## config.mk

```make
export PLATFORM = sky130hd
export DESIGN_NAME = sramc_host
export DESIGN_NICKNAME = d
export VERILOG_FILES = /design/src/design/sramc_pkg.sv /design/src/design/sramc_host.sv
export SDC_FILE = /design/constraint.sdc
export NUM_CORES = 1
export LEC_CHECK = 0
export ABC_AREA = 1
export BUFFER_PORTS_ARGS = -buffer_cell sky130_fd_sc_hd__buf_2
export CELL_PAD_IN_SITES_DETAIL_PLACEMENT = 1
export CELL_PAD_IN_SITES_GLOBAL_PLACEMENT = 1
export CORE_ASPECT_RATIO = 0.75
export CORE_MARGIN = 4
export CORE_UTILIZATION = 37
export DETAILED_ROUTE_END_ITERATION = 10
export PLACE_DENSITY_LB_ADDON = 0.3
export SLEW_MARGIN = 40
export SYNTH_ARGS = -nofsm -noshare
export SYNTH_HDL_FRONTEND = slang
export SYNTH_SLANG_ARGS = --single-unit
```

## constraint.sdc

```tcl
create_clock -name ref_clk_i -period 2.1 [get_ports ref_clk_i]
set_input_delay 0.21 -clock ref_clk_i [delete_from_list [all_inputs] [get_ports ref_clk_i]]
set_output_delay 0.21 -clock ref_clk_i [all_outputs]
set_load 0.005 [all_outputs]
```

## src/design/sramc_pkg.sv

```systemverilog
// Package with timing constants and carrier types for the static RAM host
package sramc_pkg;

   // ------------------------------------------------------------------
   // Clock and geometry
   // ------------------------------------------------------------------
   localparam int CLK_PERIOD_NS = 20;
   localparam int WORD_IDX_W    = 12;
   localparam int WORD_COUNT    = 4096;

   // ------------------------------------------------------------------
   // Device timing in ns, commercial and military grades
   // ------------------------------------------------------------------
   localparam int T_ADDR_ACC_COM_NS  = 45;
   localparam int T_ADDR_ACC_MIL_NS  = 60;
   localparam int T_SEL_ACC_COM_NS   = 30;
   localparam int T_SEL_ACC_MIL_NS   = 35;
   localparam int T_SEL_OFF_COM_NS   = 35;
   localparam int T_SEL_OFF_MIL_NS   = 45;
   localparam int T_WR_OFF_COM_NS    = 35;
   localparam int T_WR_OFF_MIL_NS    = 45;
   localparam int T_WR_PULSE_COM_NS  = 30;
   localparam int T_WR_PULSE_MIL_NS  = 45;
   localparam int T_DAT_SETUP_COM_NS = 10;
   localparam int T_DAT_SETUP_MIL_NS = 15;
   localparam int T_DAT_HOLD_COM_NS  = 5;
   localparam int T_DAT_HOLD_MIL_NS  = 10;
   localparam int T_SEL_SETUP_COM_NS = 5;
   localparam int T_SEL_SETUP_MIL_NS = 10;
   localparam int T_SEL_HOLD_COM_NS  = 5;
   localparam int T_SEL_HOLD_MIL_NS  = 10;

   // Least times round up, at least one cycle
   function automatic int cyc_up(input int ns);
      int c;
      c = (ns + CLK_PERIOD_NS - 1) / CLK_PERIOD_NS;
      return (c < 1) ? 1 : c;
   endfunction

   // Worst-case (military) grade used for all counts
   localparam int RD_WAIT_CYC   = cyc_up(T_ADDR_ACC_MIL_NS);
   localparam int WR_SETUP_CYC  = cyc_up(T_SEL_SETUP_MIL_NS);
   localparam int WR_PULSE_CYC  = cyc_up(T_WR_PULSE_MIL_NS);
   localparam int WR_HOLD_CYC   = cyc_up(T_SEL_HOLD_MIL_NS);
   localparam int OFF_WAIT_CYC  = cyc_up(T_SEL_OFF_MIL_NS);
   localparam int CNT_W         = 4;

   // ------------------------------------------------------------------
   // Carrier types
   // ------------------------------------------------------------------
   typedef struct packed {
      logic                  wr;
      logic [WORD_IDX_W-1:0] idx;
      logic                  data;
   } sramc_req_t;

   typedef struct packed {
      logic [WORD_IDX_W-1:0] word_index;
      logic                  sel_n;
      logic                  wr_n;
      logic                  din;
   } sramc_pins_t;

   typedef enum logic [4:0] {
      ST_IDLE  = 5'h01,
      ST_SETUP = 5'h02,
      ST_PULSE = 5'h04,
      ST_HOLD  = 5'h08,
      ST_READ  = 5'h10
   } sramc_state_t;

   typedef struct packed {
      sramc_state_t          st;
      logic [CNT_W-1:0]      cnt;
      sramc_pins_t           pins;
      logic                  ready;
      logic                  rd_valid;
      logic                  rd_data;
      logic                  bank_sel;
   } sramc_regs_t;

endpackage

```

## src/design/sramc_host.sv

```systemverilog
// Host controller driving one 4096 x 1 static RAM through its pins
module sramc_host
   import sramc_pkg::*;
#(
   parameter int BANK_BITS = 0
) (
   input  wire logic                            ref_clk_i,
   input  wire logic                            sys_rst_i,
   input  wire logic                            req_valid_i,
   input  wire sramc_req_t                      req_i,
   input  wire logic [(BANK_BITS>0?BANK_BITS:1)-1:0] req_bank_i,
   input  wire logic [(BANK_BITS>0?BANK_BITS:1)-1:0] my_bank_i,
   input  wire logic                            dout_i,
   output logic                                 req_ready_o,
   output logic                                 rd_valid_o,
   output logic                                 rd_data_o,
   output logic [WORD_IDX_W-1:0]                word_index_o,
   output logic                                 sel_n_o,
   output logic                                 wr_n_o,
   output logic                                 din_o
);

   // ------------------------------------------------------------------
   // Elaboration checks
   // ------------------------------------------------------------------
   if (BANK_BITS < 0 || BANK_BITS > 8) begin : g_bad
      $error("BANK_BITS must lie in 0..8");
   end
   if (RD_WAIT_CYC + 2 >= (1 << CNT_W)) begin : g_cnt
      $error("Counter too narrow for read wait");
   end

   // ------------------------------------------------------------------
   // Input synchroniser for the data output pin
   // ------------------------------------------------------------------
   logic dout_meta_r;
   logic dout_sync_r;
   always_ff @(posedge ref_clk_i) begin
      dout_meta_r <= dout_i;
      dout_sync_r <= dout_meta_r;
   end

   // Bank match from the request bank and own bank inputs
   function automatic logic bank_hit(
      input logic [(BANK_BITS>0?BANK_BITS:1)-1:0] a,
      input logic [(BANK_BITS>0?BANK_BITS:1)-1:0] b);
      return (BANK_BITS == 0) ? 1'b1 : (a == b);
   endfunction

   // ------------------------------------------------------------------
   // State
   // ------------------------------------------------------------------
   sramc_regs_t s_r;
   sramc_regs_t s_nxt;

   localparam logic [CNT_W-1:0] RD_LAST =
      CNT_W'(RD_WAIT_CYC + 2);
   localparam logic [CNT_W-1:0] SU_LAST = CNT_W'(WR_SETUP_CYC);
   localparam logic [CNT_W-1:0] PW_LAST = CNT_W'(WR_PULSE_CYC);
   localparam logic [CNT_W-1:0] HD_LAST = CNT_W'(WR_HOLD_CYC);
   localparam logic [CNT_W-1:0] OF_LAST = CNT_W'(OFF_WAIT_CYC);
   localparam logic [CNT_W-1:0] CNT_ONE = CNT_W'(1);

   // Last cycle of a timed phase
   function automatic logic cnt_done(
      input logic [CNT_W-1:0] cnt,
      input logic [CNT_W-1:0] last);
      return (cnt + CNT_ONE) >= last;
   endfunction

   always_comb begin
      s_nxt          = s_r;
      s_nxt.rd_valid = 1'b0;
      s_nxt.cnt      = s_r.cnt + CNT_ONE;
      case (s_r.st)
         ST_IDLE: begin
            s_nxt.pins.sel_n = 1'b1;
            s_nxt.pins.wr_n  = 1'b1;
            // Wait for deselect float before next access
            if (s_r.cnt < OF_LAST) begin
               s_nxt.ready = 1'b0;
            end else if (s_r.ready && req_valid_i) begin
               s_nxt.ready           = 1'b0;
               s_nxt.cnt             = '0;
               // Full 12-bit word index, device decodes
               s_nxt.pins.word_index = req_i.idx;
               s_nxt.pins.din        = req_i.data;
               s_nxt.bank_sel        = bank_hit(req_bank_i, my_bank_i);
               // Select on a match of req_bank_i with my_bank_i, or on every request when BANK_BITS is 0
               s_nxt.pins.sel_n      = !bank_hit(req_bank_i, my_bank_i);
               s_nxt.st = req_i.wr ? ST_SETUP : ST_READ;
            end else begin
               // Counter saturates so ready never drops while idle
               s_nxt.ready = 1'b1;
               s_nxt.cnt   = s_r.cnt;
            end
         end
         ST_SETUP: begin
            // Select low before strobe falls
            if (cnt_done(s_r.cnt, SU_LAST)) begin
               s_nxt.pins.wr_n = !s_r.bank_sel;
               s_nxt.cnt       = '0;
               s_nxt.st        = ST_PULSE;
            end
         end
         ST_PULSE: begin
            // Strobe width, data setup, index stable
            // Index and data held throughout
            if (cnt_done(s_r.cnt, PW_LAST)) begin
               s_nxt.pins.wr_n = 1'b1;
               s_nxt.cnt       = '0;
               s_nxt.st        = ST_HOLD;
            end
         end
         ST_HOLD: begin
            // Data and select held after strobe
            if (cnt_done(s_r.cnt, HD_LAST)) begin
               s_nxt.pins.sel_n = 1'b1;
               s_nxt.cnt        = '0;
               s_nxt.st         = ST_IDLE;
            end
         end
         ST_READ: begin
            // Wait access time plus synchroniser depth
            if (cnt_done(s_r.cnt, RD_LAST)) begin
               // Non-inverted data; open collector floats high
               s_nxt.rd_data    = s_r.bank_sel ? dout_sync_r : 1'b1;
               s_nxt.rd_valid   = 1'b1;
               s_nxt.pins.sel_n = 1'b1;
               s_nxt.cnt        = '0;
               s_nxt.st         = ST_IDLE;
            end
         end
         default: begin
            s_nxt.st = ST_IDLE;
         end
      endcase
   end

   always_ff @(posedge ref_clk_i) begin
      if (sys_rst_i) begin
         s_r.st              <= ST_IDLE;
         s_r.cnt             <= '0;
         s_r.pins.word_index <= '0;
         s_r.pins.sel_n      <= 1'b1;
         s_r.pins.wr_n       <= 1'b1;
         s_r.pins.din        <= 1'b0;
         s_r.ready           <= 1'b0;
         s_r.rd_valid        <= 1'b0;
         s_r.rd_data         <= 1'b0;
         s_r.bank_sel        <= 1'b0;
      end else begin
         s_r <= s_nxt;
      end
   end

   // ------------------------------------------------------------------
   // Outputs, all from flip-flops; device output is off while writing
   // and reads only occur with the strobe high
   // ------------------------------------------------------------------
   assign req_ready_o  = s_r.ready;
   assign rd_valid_o   = s_r.rd_valid;
   assign rd_data_o    = s_r.rd_data;
   assign word_index_o = s_r.pins.word_index;
   assign sel_n_o      = s_r.pins.sel_n;
   assign wr_n_o       = s_r.pins.wr_n;
   assign din_o        = s_r.pins.din;

endmodule

```

# Yosys cells after proc, flatten, opt, wreduce, memory -nomap -nowiden
# Index checks and enable logic that the tools add are counted.
[op_classes]
bitwise = 2
mux = 21
eq_ne = 12
n_reduce_logical = 10
n_lt_le_gt_ge = 4
addsub = 1
[op_table]
columns = ["cell", "n"]
rows = [
  ["9-bit 2-to-1 mux", 4],
  ["5-bit one-hot mux with 5 select lines", 1],
  ["22-bit 2-to-1 mux", 1],
  ["4-bit one-hot mux with 5 select lines", 1],
  ["13-bit 2-to-1 mux", 1],
  ["2-bit inequality test, second input constant", 6],
  ["5-bit 2-to-1 mux", 2],
  ["3-bit AND reduction", 3],
  ["1-bit 2-to-1 mux", 7],
  ["1-bit one-hot mux with 3 select lines", 2],
  ["6-bit AND reduction", 1],
  ["3-bit nonzero test", 2],
  ["5-bit by 1-bit == test with 1-bit output, second input constant", 1],
  ["5-bit by 2-bit == test with 1-bit output, second input constant", 1],
  ["5-bit by 3-bit == test with 1-bit output, second input constant", 1],
  ["5-bit by 4-bit == test with 1-bit output, second input constant", 1],
  ["5-bit == test, second input constant", 1],
  ["4-bit by 1-bit adder with 4-bit output, second input constant", 1],
  ["4-bit by 1-bit greater-or-equal comparator with 1-bit output, second input constant", 1],
  ["4-bit by 2-bit greater-or-equal comparator with 1-bit output, second input constant", 1],
  ["4-bit by 3-bit greater-or-equal comparator with 1-bit output, second input constant", 1],
  ["4-bit by 2-bit less-than comparator with 1-bit output, second input constant", 1],
  ["4-bit 2-to-1 mux", 1],
  ["3-bit inequality test, second input constant", 1],
  ["6 further kinds", 7],
]
[word_totals]
regBits = 30
input_bits = 20

# Logic depth before layout (Yosys ltp)
# Gate-level depths: netlist of the first run.
[depth]
depth_word = 4
mapped_depth = 11
mapped_depth_nobuf = 11

# Worst setup path before layout of the first run
# No wires, ideal clock.
[synth_timing]
path_type = "reg-to-reg"
start = "register s_r[19] in the netlist's numbering"
end = "register s_r[23] in the netlist's numbering"
setup_slack_ns = 0.590
setup_ns = 0.122
path_stages_with_launch = 10
arrival_time_ns = 1.387
path_buffers = 0
period_less_slack_ns = 1.510
cell_sequence = "dfxtp_1 > inv_1 > ha_1 > or2_2 > nand2_1 > nand2_1 > nand2_1 > nand2_1 > nor3_1 > nand2_1"
[synth_via]
elab_chain_len = 4
elab_cells_between_ends = 11
cone_classes = "1 x add/sub; 4 x order compare; 5 x eq/ne; 1 x reduce/logical"
[synth_lines]
columns = ["item", "line_no", "text"]
rows = [
  ["start, declared", "sramc_host.sv:53", "sramc_regs_t s_r;"],
  ["start signal, assigned", "sramc_host.sv:153", "s_r <= s_nxt;"],
  ["4-bit by 1-bit adder with 4-bit output", "sramc_host.sv:68", "return (cnt + CNT_ONE) >= last;"],
  ["4-bit by 3-bit greater-or-equal comparator with 1-bit output (tied with other cells)", "sramc_host.sv:68", ""],
  ["2-bit inequality test (no source line)", "n/a", ""],
  ["6-bit AND reduction (no source line) (*)", "n/a", ""],
]
# Mark *: on every way between the ends. The rest lies on a longest branch, timed or not.
# A chain may end at the register's enable or synchronous reset.

# Worst setup path after layout of the first run
[layout_timing]
start = "register s_r[19] in the netlist's numbering"
end = "register s_r[19] in the netlist's numbering"
[layout_via]
elab_chain_len = 4
elab_cells_between_ends = 12
cone_classes = "1 x add/sub; 4 x order compare; 1 x eq/ne; 6 x mux"
[layout_lines]
columns = ["item", "line_no", "text"]
rows = [
  ["4-bit by 1-bit adder with 4-bit output", "sramc_host.sv:68, sramc_host.sv:74", ""],
  ["4-bit by 3-bit greater-or-equal comparator with 1-bit output (tied with other cells)", "sramc_host.sv:68", ""],
  ["9-bit 2-to-1 mux (on tied branches)", "n/a", ""],
  ["4-bit one-hot mux with 5 select lines", "sramc_host.sv:75", "case (s_r.st)"],
]
# Parallel ways exist; a longest one is shown, timed or not. The select of a mux whose other input is x is not followed.

==> results of run 1 <==
==> synth_stat cells <==
cell       n
clkbuf_1   2
inv_2      5
a21oi_1    9
buf_4     12
dfxtp_1   30
nand3_2    1
nand2_1   30
nor2_4     2
nand2_2    4
o21ai_0   16
o21ai_1    2
ha_1       3
o21a_1     1
inv_1     11
buf_6      2
or2_2      1
nand4_4    1
nor2_1    39
nor2_2     6
clkinv_1   1
nand3b_1   1
nor3_4     1
inv_4      1
nand4_1    1
a21oi_2    2
nor3_1     4
nand3_1   10
==> registers in the layout (all words and copies together) (netlist names) <==
signal        flops
din_o             1
s_r              10
rd_valid_o        1
dout_meta_r       1
dout_sync_r       1
req_ready_o       1
rd_data_o         1
sel_n_o           1
word_index_o     12
wr_n_o            1
==> metal layers <==
layer  track usage [%]  share of wire (%)  vias up  wire length [um]
met5                 0                  0        -                 0
met4             5.696                1.3        0                44
met3             4.755                5.5        7               180
met2             19.73                 41       26              1335
met1             20.14                 52      579              1713
li1                  -                  -      670                 -
==> power breakdown <==
group / switching (mW) / internal, mW / total [mW]
logic: 0.0795 / 0.0591 / 0.139
clock network: 0.213 / 0.264 / 0.477
registers: 0.0191 / 0.585 / 0.604
total: 0.312 / 0.908 / 1.22
==> cells by family after synthesis <==
logic type,count (synthesis),synth area share (%)
flops,30,40.85
compound gates,30,10.89
simple gates,101,32.77
buf+inv,34,12.94
fa+ha+maj,3,2.553
==> path summary, 6_finish.rpt <==
path,endpoint,slack (ns),cells after the start
setup / recovery,s_r[19],0.41,10
hold / removal,dout_meta_r,0.04,1
hold reg to reg,dout_sync_r,0.34,0
setup reg to reg,s_r[19],0.41,10
==> final cells by class <==
| type | instances | area, um2 |
|---|---|---|
| clock buffers | 7 | 86.33 |
| clock inverters | 1 | 5.005 |
| well taps | 52 | 65.06 |
| fillers | 491 | 2051 |
| multi-input cells | 134 | 679.4 |
| repair buffers | 35 | 175.2 |
| inverters | 18 | 70.07 |
| flip-flops and latches | 30 | 600.6 |
==> critical path, stage by stage, from the launching register on <==
cell and delay (ns):
dfxtp_1 0.42, inv_1 0.09, ha_1 0.24, or2_2 0.28, nand2_1 0.08, nand3_1 0.10, nand2_1 0.09, nor2_1 0.06
nand2_1 0.09, nand2_1 0.07, a21oi_2 0.10
==> through the flow <==
stage	total power, mW	hold slack [ns]	utilization, %	cells
final	1.220	0.03582	45.06	277
after CTS	1.241	0.02131	45.06	277
after global placement	0.7551	0.3109	42.61	269
after floorplan	0.7183	0.2377	-	198
after detailed placement	0.7586	0.3211	42.61	269
after global routing	1.291	0.02809	45.06	277
==> summary.md, run 1 <==
| Metric | Value |
|---|---|
| Post-cts resize count | `0` |
| Post-CTS setup buffer count | `0` |
| Clk sinks | `30` |
| Seq/Total Area, Yosys | `between 40% and 50%` |
| VDD IR-drop max | `around 0.00042 V` |
| Die area | `5056 um2` |
| Port bufs | `35` |
| Hold Crit Start | `dout_i` |
| CTS tree | `built` |
| Post-layout worst setup margin | `a little over 0.4 ns` |
| FP Rows | `19` |
| CP Max Fanout | `6` |
| Status | `completed` |
| Peak Freq | `between 500 and 600 MHz` |
| Hold crit path type | `in -> reg` |
| Worst-Margin Slew | `0.4122 ns` |
| Gpl congestion | `between 0.7 and 0.8` |
| Leak pwr | `~0.75 nW` |
| Commonest cells after routing, fill and taps aside | `nor2_1, buf_2, nand2_1, dfxtp_1, o21ai_0` |
| Drt wl/cell | `11.82 um` |
| Syn-to-layout area delta | `14.38%` |
| Post-DP HPWL | `about 2600 um` |
| Routed wire length | `around 3300 um` |
| Vias per cell | `approximately 4.6` |
| Final setup vio count | `0` |
| Post-CTS Hold Fix Bufs | `0` |
| Minimum clock period | `between 1.5 and 2 ns` |
| Clk buf depth | `2` |
| Final period utilization | `approximately four fifths` |
| Worst r2r src | `s_r[19]` |
| Total of max-cap violations | `0` |
| Area leader, netlist | `dfxtp_1` |
| Residual DRC | `0` |
| Die height | `62.59 um` |
| RSZ-0062 raised after global routing | `false` |
| Final-stage net count | `247` |
| Placed inst area | `1590 um2` |
| Share of layout cells above drive strength 1 | `between 20% and 30%` |
| Arrival time at the worst endpoint | `between 1.5 and 2 ns` |
| Synth warn | `0` |
| Die X | `between 80 and 90 um` |
| Pwr dens | `between 700 and 800 nW/um2` |
| Grt ovf | `0` |
| Synth area leaders | `dfxtp_1, nor2_1, nand2_1, buf_4, o21ai_0` |
| Initial Util | `39.39%` |
| Final hold vios | `0` |
| All-Layer GR Usage | `roughly 14%` |
| CP startpoint | `s_r[19]` |
| Reg clk slew, reported paths | `0.06 ns` |
| Worst Skew | `a little under 0.003 ns` |
| CP Capture Type | `flip-flop` |
| Synth top area share | `40.85%` |
| Root Buffer | `clkbuf_8` |
| First-pass GRT wire length | `approximately 5600 um` |
| Critical path startpoint category | `flip-flop` |
| Top-Level Pins | `38` |
| Synthesized area per cell | `roughly 7.4 um2` |
| Worst EP required | `2.32 ns` |
| First-pass DRT Iterations | `4` |
| Kind of critical path | `reg -> reg` |
| Place WS | `around 0.4 ns` |
| Vias post-DR | `1282` |
| Cell Area, Synth | `1470 um2` |
| TritonCTS Buffers | `5` |
| DR iter-0 viols | `45` |
| Largest net degree at the start of global routing | `17` |
| Ant. Diodes | `0` |
| Post-synthesis cell type count | `27` |
| # H-tree levels | `2` |
| Slew Limit Fails | `0` |
| Core Area | `3732 um2` |
| Clock insertion delay at the later pin of the skew report | `0.28 ns` |
| Design area | `approximately 1700 um2` |
| Relative slew slack | `72.49%` |
| Mapped Nets | `around 220` |
| Vias in the first global route | `about 1200` |
| Cells after synthesis | `roughly 200` |
| Initial antenna violation count | `0` |
| Most common cell after layout, fill and taps aside | `nor2_1` |
| ANT nets after route | `0` |
| Yosys reg bits | `30` |
| Total Negative Setup Slacks | `0 ns` |
No activity file was read; power rests on OpenSTA's default activity.
==> inputs of run 2 (changes only) <==
--- a/config.mk
+++ b/config.mk
@@ -5,13 +5,13 @@
 export SDC_FILE = /design/constraint.sdc
 export NUM_CORES = 1
 export LEC_CHECK = 0
-export ABC_AREA = 1
+export ABC_AREA = 0
 export BUFFER_PORTS_ARGS = -buffer_cell sky130_fd_sc_hd__buf_2
 export CELL_PAD_IN_SITES_DETAIL_PLACEMENT = 1
 export CELL_PAD_IN_SITES_GLOBAL_PLACEMENT = 1
 export CORE_ASPECT_RATIO = 0.75
 export CORE_MARGIN = 4
-export CORE_UTILIZATION = 37
+export CORE_UTILIZATION = 38
 export DETAILED_ROUTE_END_ITERATION = 10
 export PLACE_DENSITY_LB_ADDON = 0.3
 export SLEW_MARGIN = 40
==> constraint.sdc (replaced) <==
create_clock -name ref_clk_i -period 1.7 [get_ports ref_clk_i]
set_input_delay 0.17 -clock ref_clk_i [delete_from_list [all_inputs] [get_ports ref_clk_i]]
set_output_delay 0.17 -clock ref_clk_i [all_outputs]
set_load 0.005 [all_outputs]
==> run 2 against run 1 <==
The run now ends with setup timing left. Worst setup slack got worse by 0.48 ns. Clock-buffer cell count is the same. Clock skew rose by 0.0024 ns. Global-route usage grew 2.4 points. Highest routed layer unchanged.
==> summary.md, run 2 <==
| Metric | Value |
|---|---|
| VDD IR-drop max | `0.0005897 V (was 0.0004185 V)` |
| Primary FF master, synth | `dfxtp_1 (unchanged)` |
| Post-DP HPWL | `3000 um (was 2614 um)` |
| Relative slew slack | `64.06% (was 72.49%)` |
| Number of synthesized flops with an enable pin | `0 (unchanged)` |
| Worst r2r src | `s_r[20] (was s_r[19])` |
| Async set-reset flop share out of synthesis | `0% (unchanged)` |
| Die area | `4920 um2 (was 5056 um2)` |
| ANT nets after route | `0 (unchanged)` |
| DR iter-0 viols | `42 (was 45)` |
| Most common cell after layout, fill and taps aside | `nand2_1 (was nor2_1)` |
| Final period utilization | `104.3% (was 80.45%)` |
| FP Rows | `19 (unchanged)` |
| CTS tree | `built (unchanged)` |
| # H-tree levels | `2 (unchanged)` |
| Port bufs | `35 (unchanged)` |
| Die X | `79.67 um (was 80.79 um)` |
| Top-Level Pins | `38 (unchanged)` |
| Mapped Nets | `195 (was 221)` |
| Drt wl/cell | `16.29 um (was 11.82 um)` |
| Area leader, netlist | `dfxtp_1 (unchanged)` |
| Slew Limit Fails | `0 (unchanged)` |
| Die height | `61.75 um (was 62.59 um)` |
| Vias post-DR | `1410 (was 1282)` |
| Max reg flops | `12 (unchanged)` |
| Clk buf depth | `2 (unchanged)` |
| Synthesized area per cell | `8.511 um2 (was 7.425 um2)` |
| Post-synthesis cell type count | `45 (was 27)` |
| Most common library cells after synthesis | `nand2_1, dfxtp_1, a21oi_1 (was nor2_1, dfxtp_1, nand2_1)` |
| Violated checks | `setup timing` |
| Grt ovf | `0 (unchanged)` |
| Cells after synthesis | `172 (was 198)` |
| Synth top area share | `41.03% (was 40.85%)` |
| Hold Crit Start | `req_i[4] (was dout_i)` |
| Placed cells | `261 (was 269)` |
| Worst EP required | `1.87 ns (was 2.32 ns)` |
| Multi-input logic area | `854.6 um2 (was 679.4 um2)` |
| Pwr dens | `864.5 nW/um2 (was 725.3 nW/um2)` |
| Residual DRC | `0 (unchanged)` |
| Hold depth | `3 (was 1)` |
| Worst-Margin Slew | `0.5390 ns (was 0.4122 ns)` |
| Total of max-cap violations | `0 (unchanged)` |
| Routed wire length | `4513 um (was 3274 um)` |
| CP Capture Type | `flip-flop (unchanged)` |
| Clock insertion delay at the later pin of the skew report | `0.28 ns (about the same)` |
| TritonCTS Buffers | `5 (unchanged)` |
| Register Area | `616.8 um2 (was 600.6 um2)` |
| Kind of critical path | `reg -> reg (unchanged)` |
| Vias per cell | `5.090 (was 4.628)` |
| Synth warn | `0 (unchanged)` |
| Reg2Reg Capture Point | `s_r[19] (unchanged)` |
| Hold crit path type | `in -> reg (unchanged)` |
| RSZ-0062 raised after global routing | `true (was false)` |
| First-pass DRT Iterations | `4 (unchanged)` |
| Ant. Diodes | `0 (unchanged)` |
| Critical path startpoint category | `flip-flop (unchanged)` |
| Worst Skew | `0.005331 ns (was 0.002975 ns)` |
| Reg clk slew, reported paths | `0.07 ns (was 0.06 ns)` |
| Commonest cells after routing, fill and taps aside | `nand2_1, buf_2, dfxtp_1, buf_4, a21oi_1 (was nor2_1, buf_2, nand2_1, dfxtp_1, o21ai_0)` |
| Initial Util | `39.73% (was 39.39%)` |
| Most common cell in the netlist | `nand2_1 (was nor2_1)` |
| All-Layer GR Usage | `16.68% (was 14.28%)` |
| Final setup vio count | `5 (was 0)` |
| First-pass GRT wire length | `6265 um (was 5575 um)` |
| Syn-to-layout area delta | `39.74% (was 14.38%)` |
| Setup slack, reg-to-reg | `-0.07 ns (was 0.41 ns)` |
| Vias in the first global route | `1311 (was 1210)` |
| Clk sinks | `30 (unchanged)` |
| CP Max Fanout | `5 (was 6)` |
| Seq/Total Area, Yosys | `41.03% (was 40.85%)` |
| Gpl congestion | `0.9346 (was 0.7649)` |
| Peak Freq | `564.2 MHz (was 591.9 MHz)` |
| Arrival time at the worst endpoint | `1.94 ns (was 1.91 ns)` |
| Total power | `1.768 mW (was 1.220 mW)` |
| Synth area leaders | `dfxtp_1, nand2_1, buf_4, a21oi_1, ha_1 (was dfxtp_1, nor2_1, nand2_1, buf_4, o21ai_0)` |
| Post-layout worst setup margin | `-0.07239 ns (was 0.4106 ns)` |
| Final-stage net count | `247 (unchanged)` |
| Root Buffer | `clkbuf_8 (unchanged)` |
| Yosys reg bits | `30 (unchanged)` |
| Leak pwr | `0.8366 nW (was 0.7463 nW)` |
| Final core utilization | `55.52% (was 45.06%)` |
| Final hold vios | `0 (unchanged)` |
| Status | `finished with violations (was completed)` |
| Fillcell total | `447 (was 491)` |
| Total Negative Setup Slacks | `-0.2386 ns (was 0 ns)` |
| Largest net degree at the start of global routing | `28 (was 17)` |
| Final Non-Filler Cells | `277 (unchanged)` |
| Cell Area, Synth | `1464 um2 (was 1470 um2)` |
| Minimum clock period | `1.772 ns (was 1.689 ns)` |
| WHS Endpoint | `word_index_o[3] (was dout_meta_r)` |
| Initial antenna violation count | `0 (unchanged)` |
| Share of layout cells above drive strength 1 | `44.89% (was 29.33%)` |
| Core Area | `3685 um2 (was 3732 um2)` |
| Reg2reg path depth | `7 (was 10)` |
-- run 2: cell families after synthesis --
kind of cell | after synthesis | synth area share, %
XOR/XNOR | 2 | 1.197
flip-flops | 30 | 41.03
AO/OA/AOI/OAI | 43 | 19.32
AND/OR/NAND/NOR | 73 | 26.58
adder cells (fa/ha/maj) | 3 | 2.564
buffers and inverters | 21 | 9.316
-- run 2: what timing repair did --
item,CTS,global route
endpoints found under the setup margin,22,24
gates resized for setup,13,27
pin swaps,7,13
hold buffers,1,0
hold endpoints to repair,1,0
setup buffers,1,7
-- run 2: area by class of cell --
cell class              instances  area share (%)
multi-input cells             121           41.77
flip-flops and latches         30           30.15
repair buffers                 63           19.88
clock buffers                   7           4.220
inverters                       3          0.5505
well taps                      52           3.180
clock inverters                 1          0.2446
-- run 2: critical path, cell delays in order (launching register included) --
cell and delay, ns:
dfxtp_4 0.39, ha_4 0.18, and2_4 0.15, and4b_2 0.30, nand4b_1 0.17, nand2_2 0.11, nor2_1 0.08, a311oi_1 0.29
-- run 2: through the flow --
step | area [um2] | hold WS, ns | worst slack, ns
after global placement | 1729 | 0.2745 | -0.03578
after global routing | 2046 | 0.1233 | -0.1515
after floorplan | 1464 | 0.1977 | 0.03610
final | 2046 | 0.1261 | -0.07239
after detailed placement | 1729 | 0.2741 | -0.1627
after CTS | 1882 | 0.1292 | -0.03605
-- run 2: worst max-delay path by stage --
stage / startpoint / to / cells after the start
after floorplan: s_r[20] / s_r[20] / 7
after global placement: s_r[19] / s_r[20] / 7
after detailed placement: s_r[19] / s_r[20] / 7
after CTS: s_r[19] / s_r[26] / 7
after global routing: s_r[21] / s_r[19] / 6
final: s_r[20] / s_r[19] / 7
-- run 2: power breakdown --
part / leakage (nW) / internal (mW) / switching (mW)
combinational: 0.543 / 0.217 / 0.189
sequential: 0.245 / 0.735 / 0.0389
clock: 0.0482 / 0.326 / 0.262
-- run 2: layer usage --
metal	vias to the layer above	wire length [um]	global-route usage, %
li1	698	-	-
met1	681	1999	20.99
met2	27	2259	29.25
met3	4	221	5.331
met4	0	32	2.206
met5	-	0	0
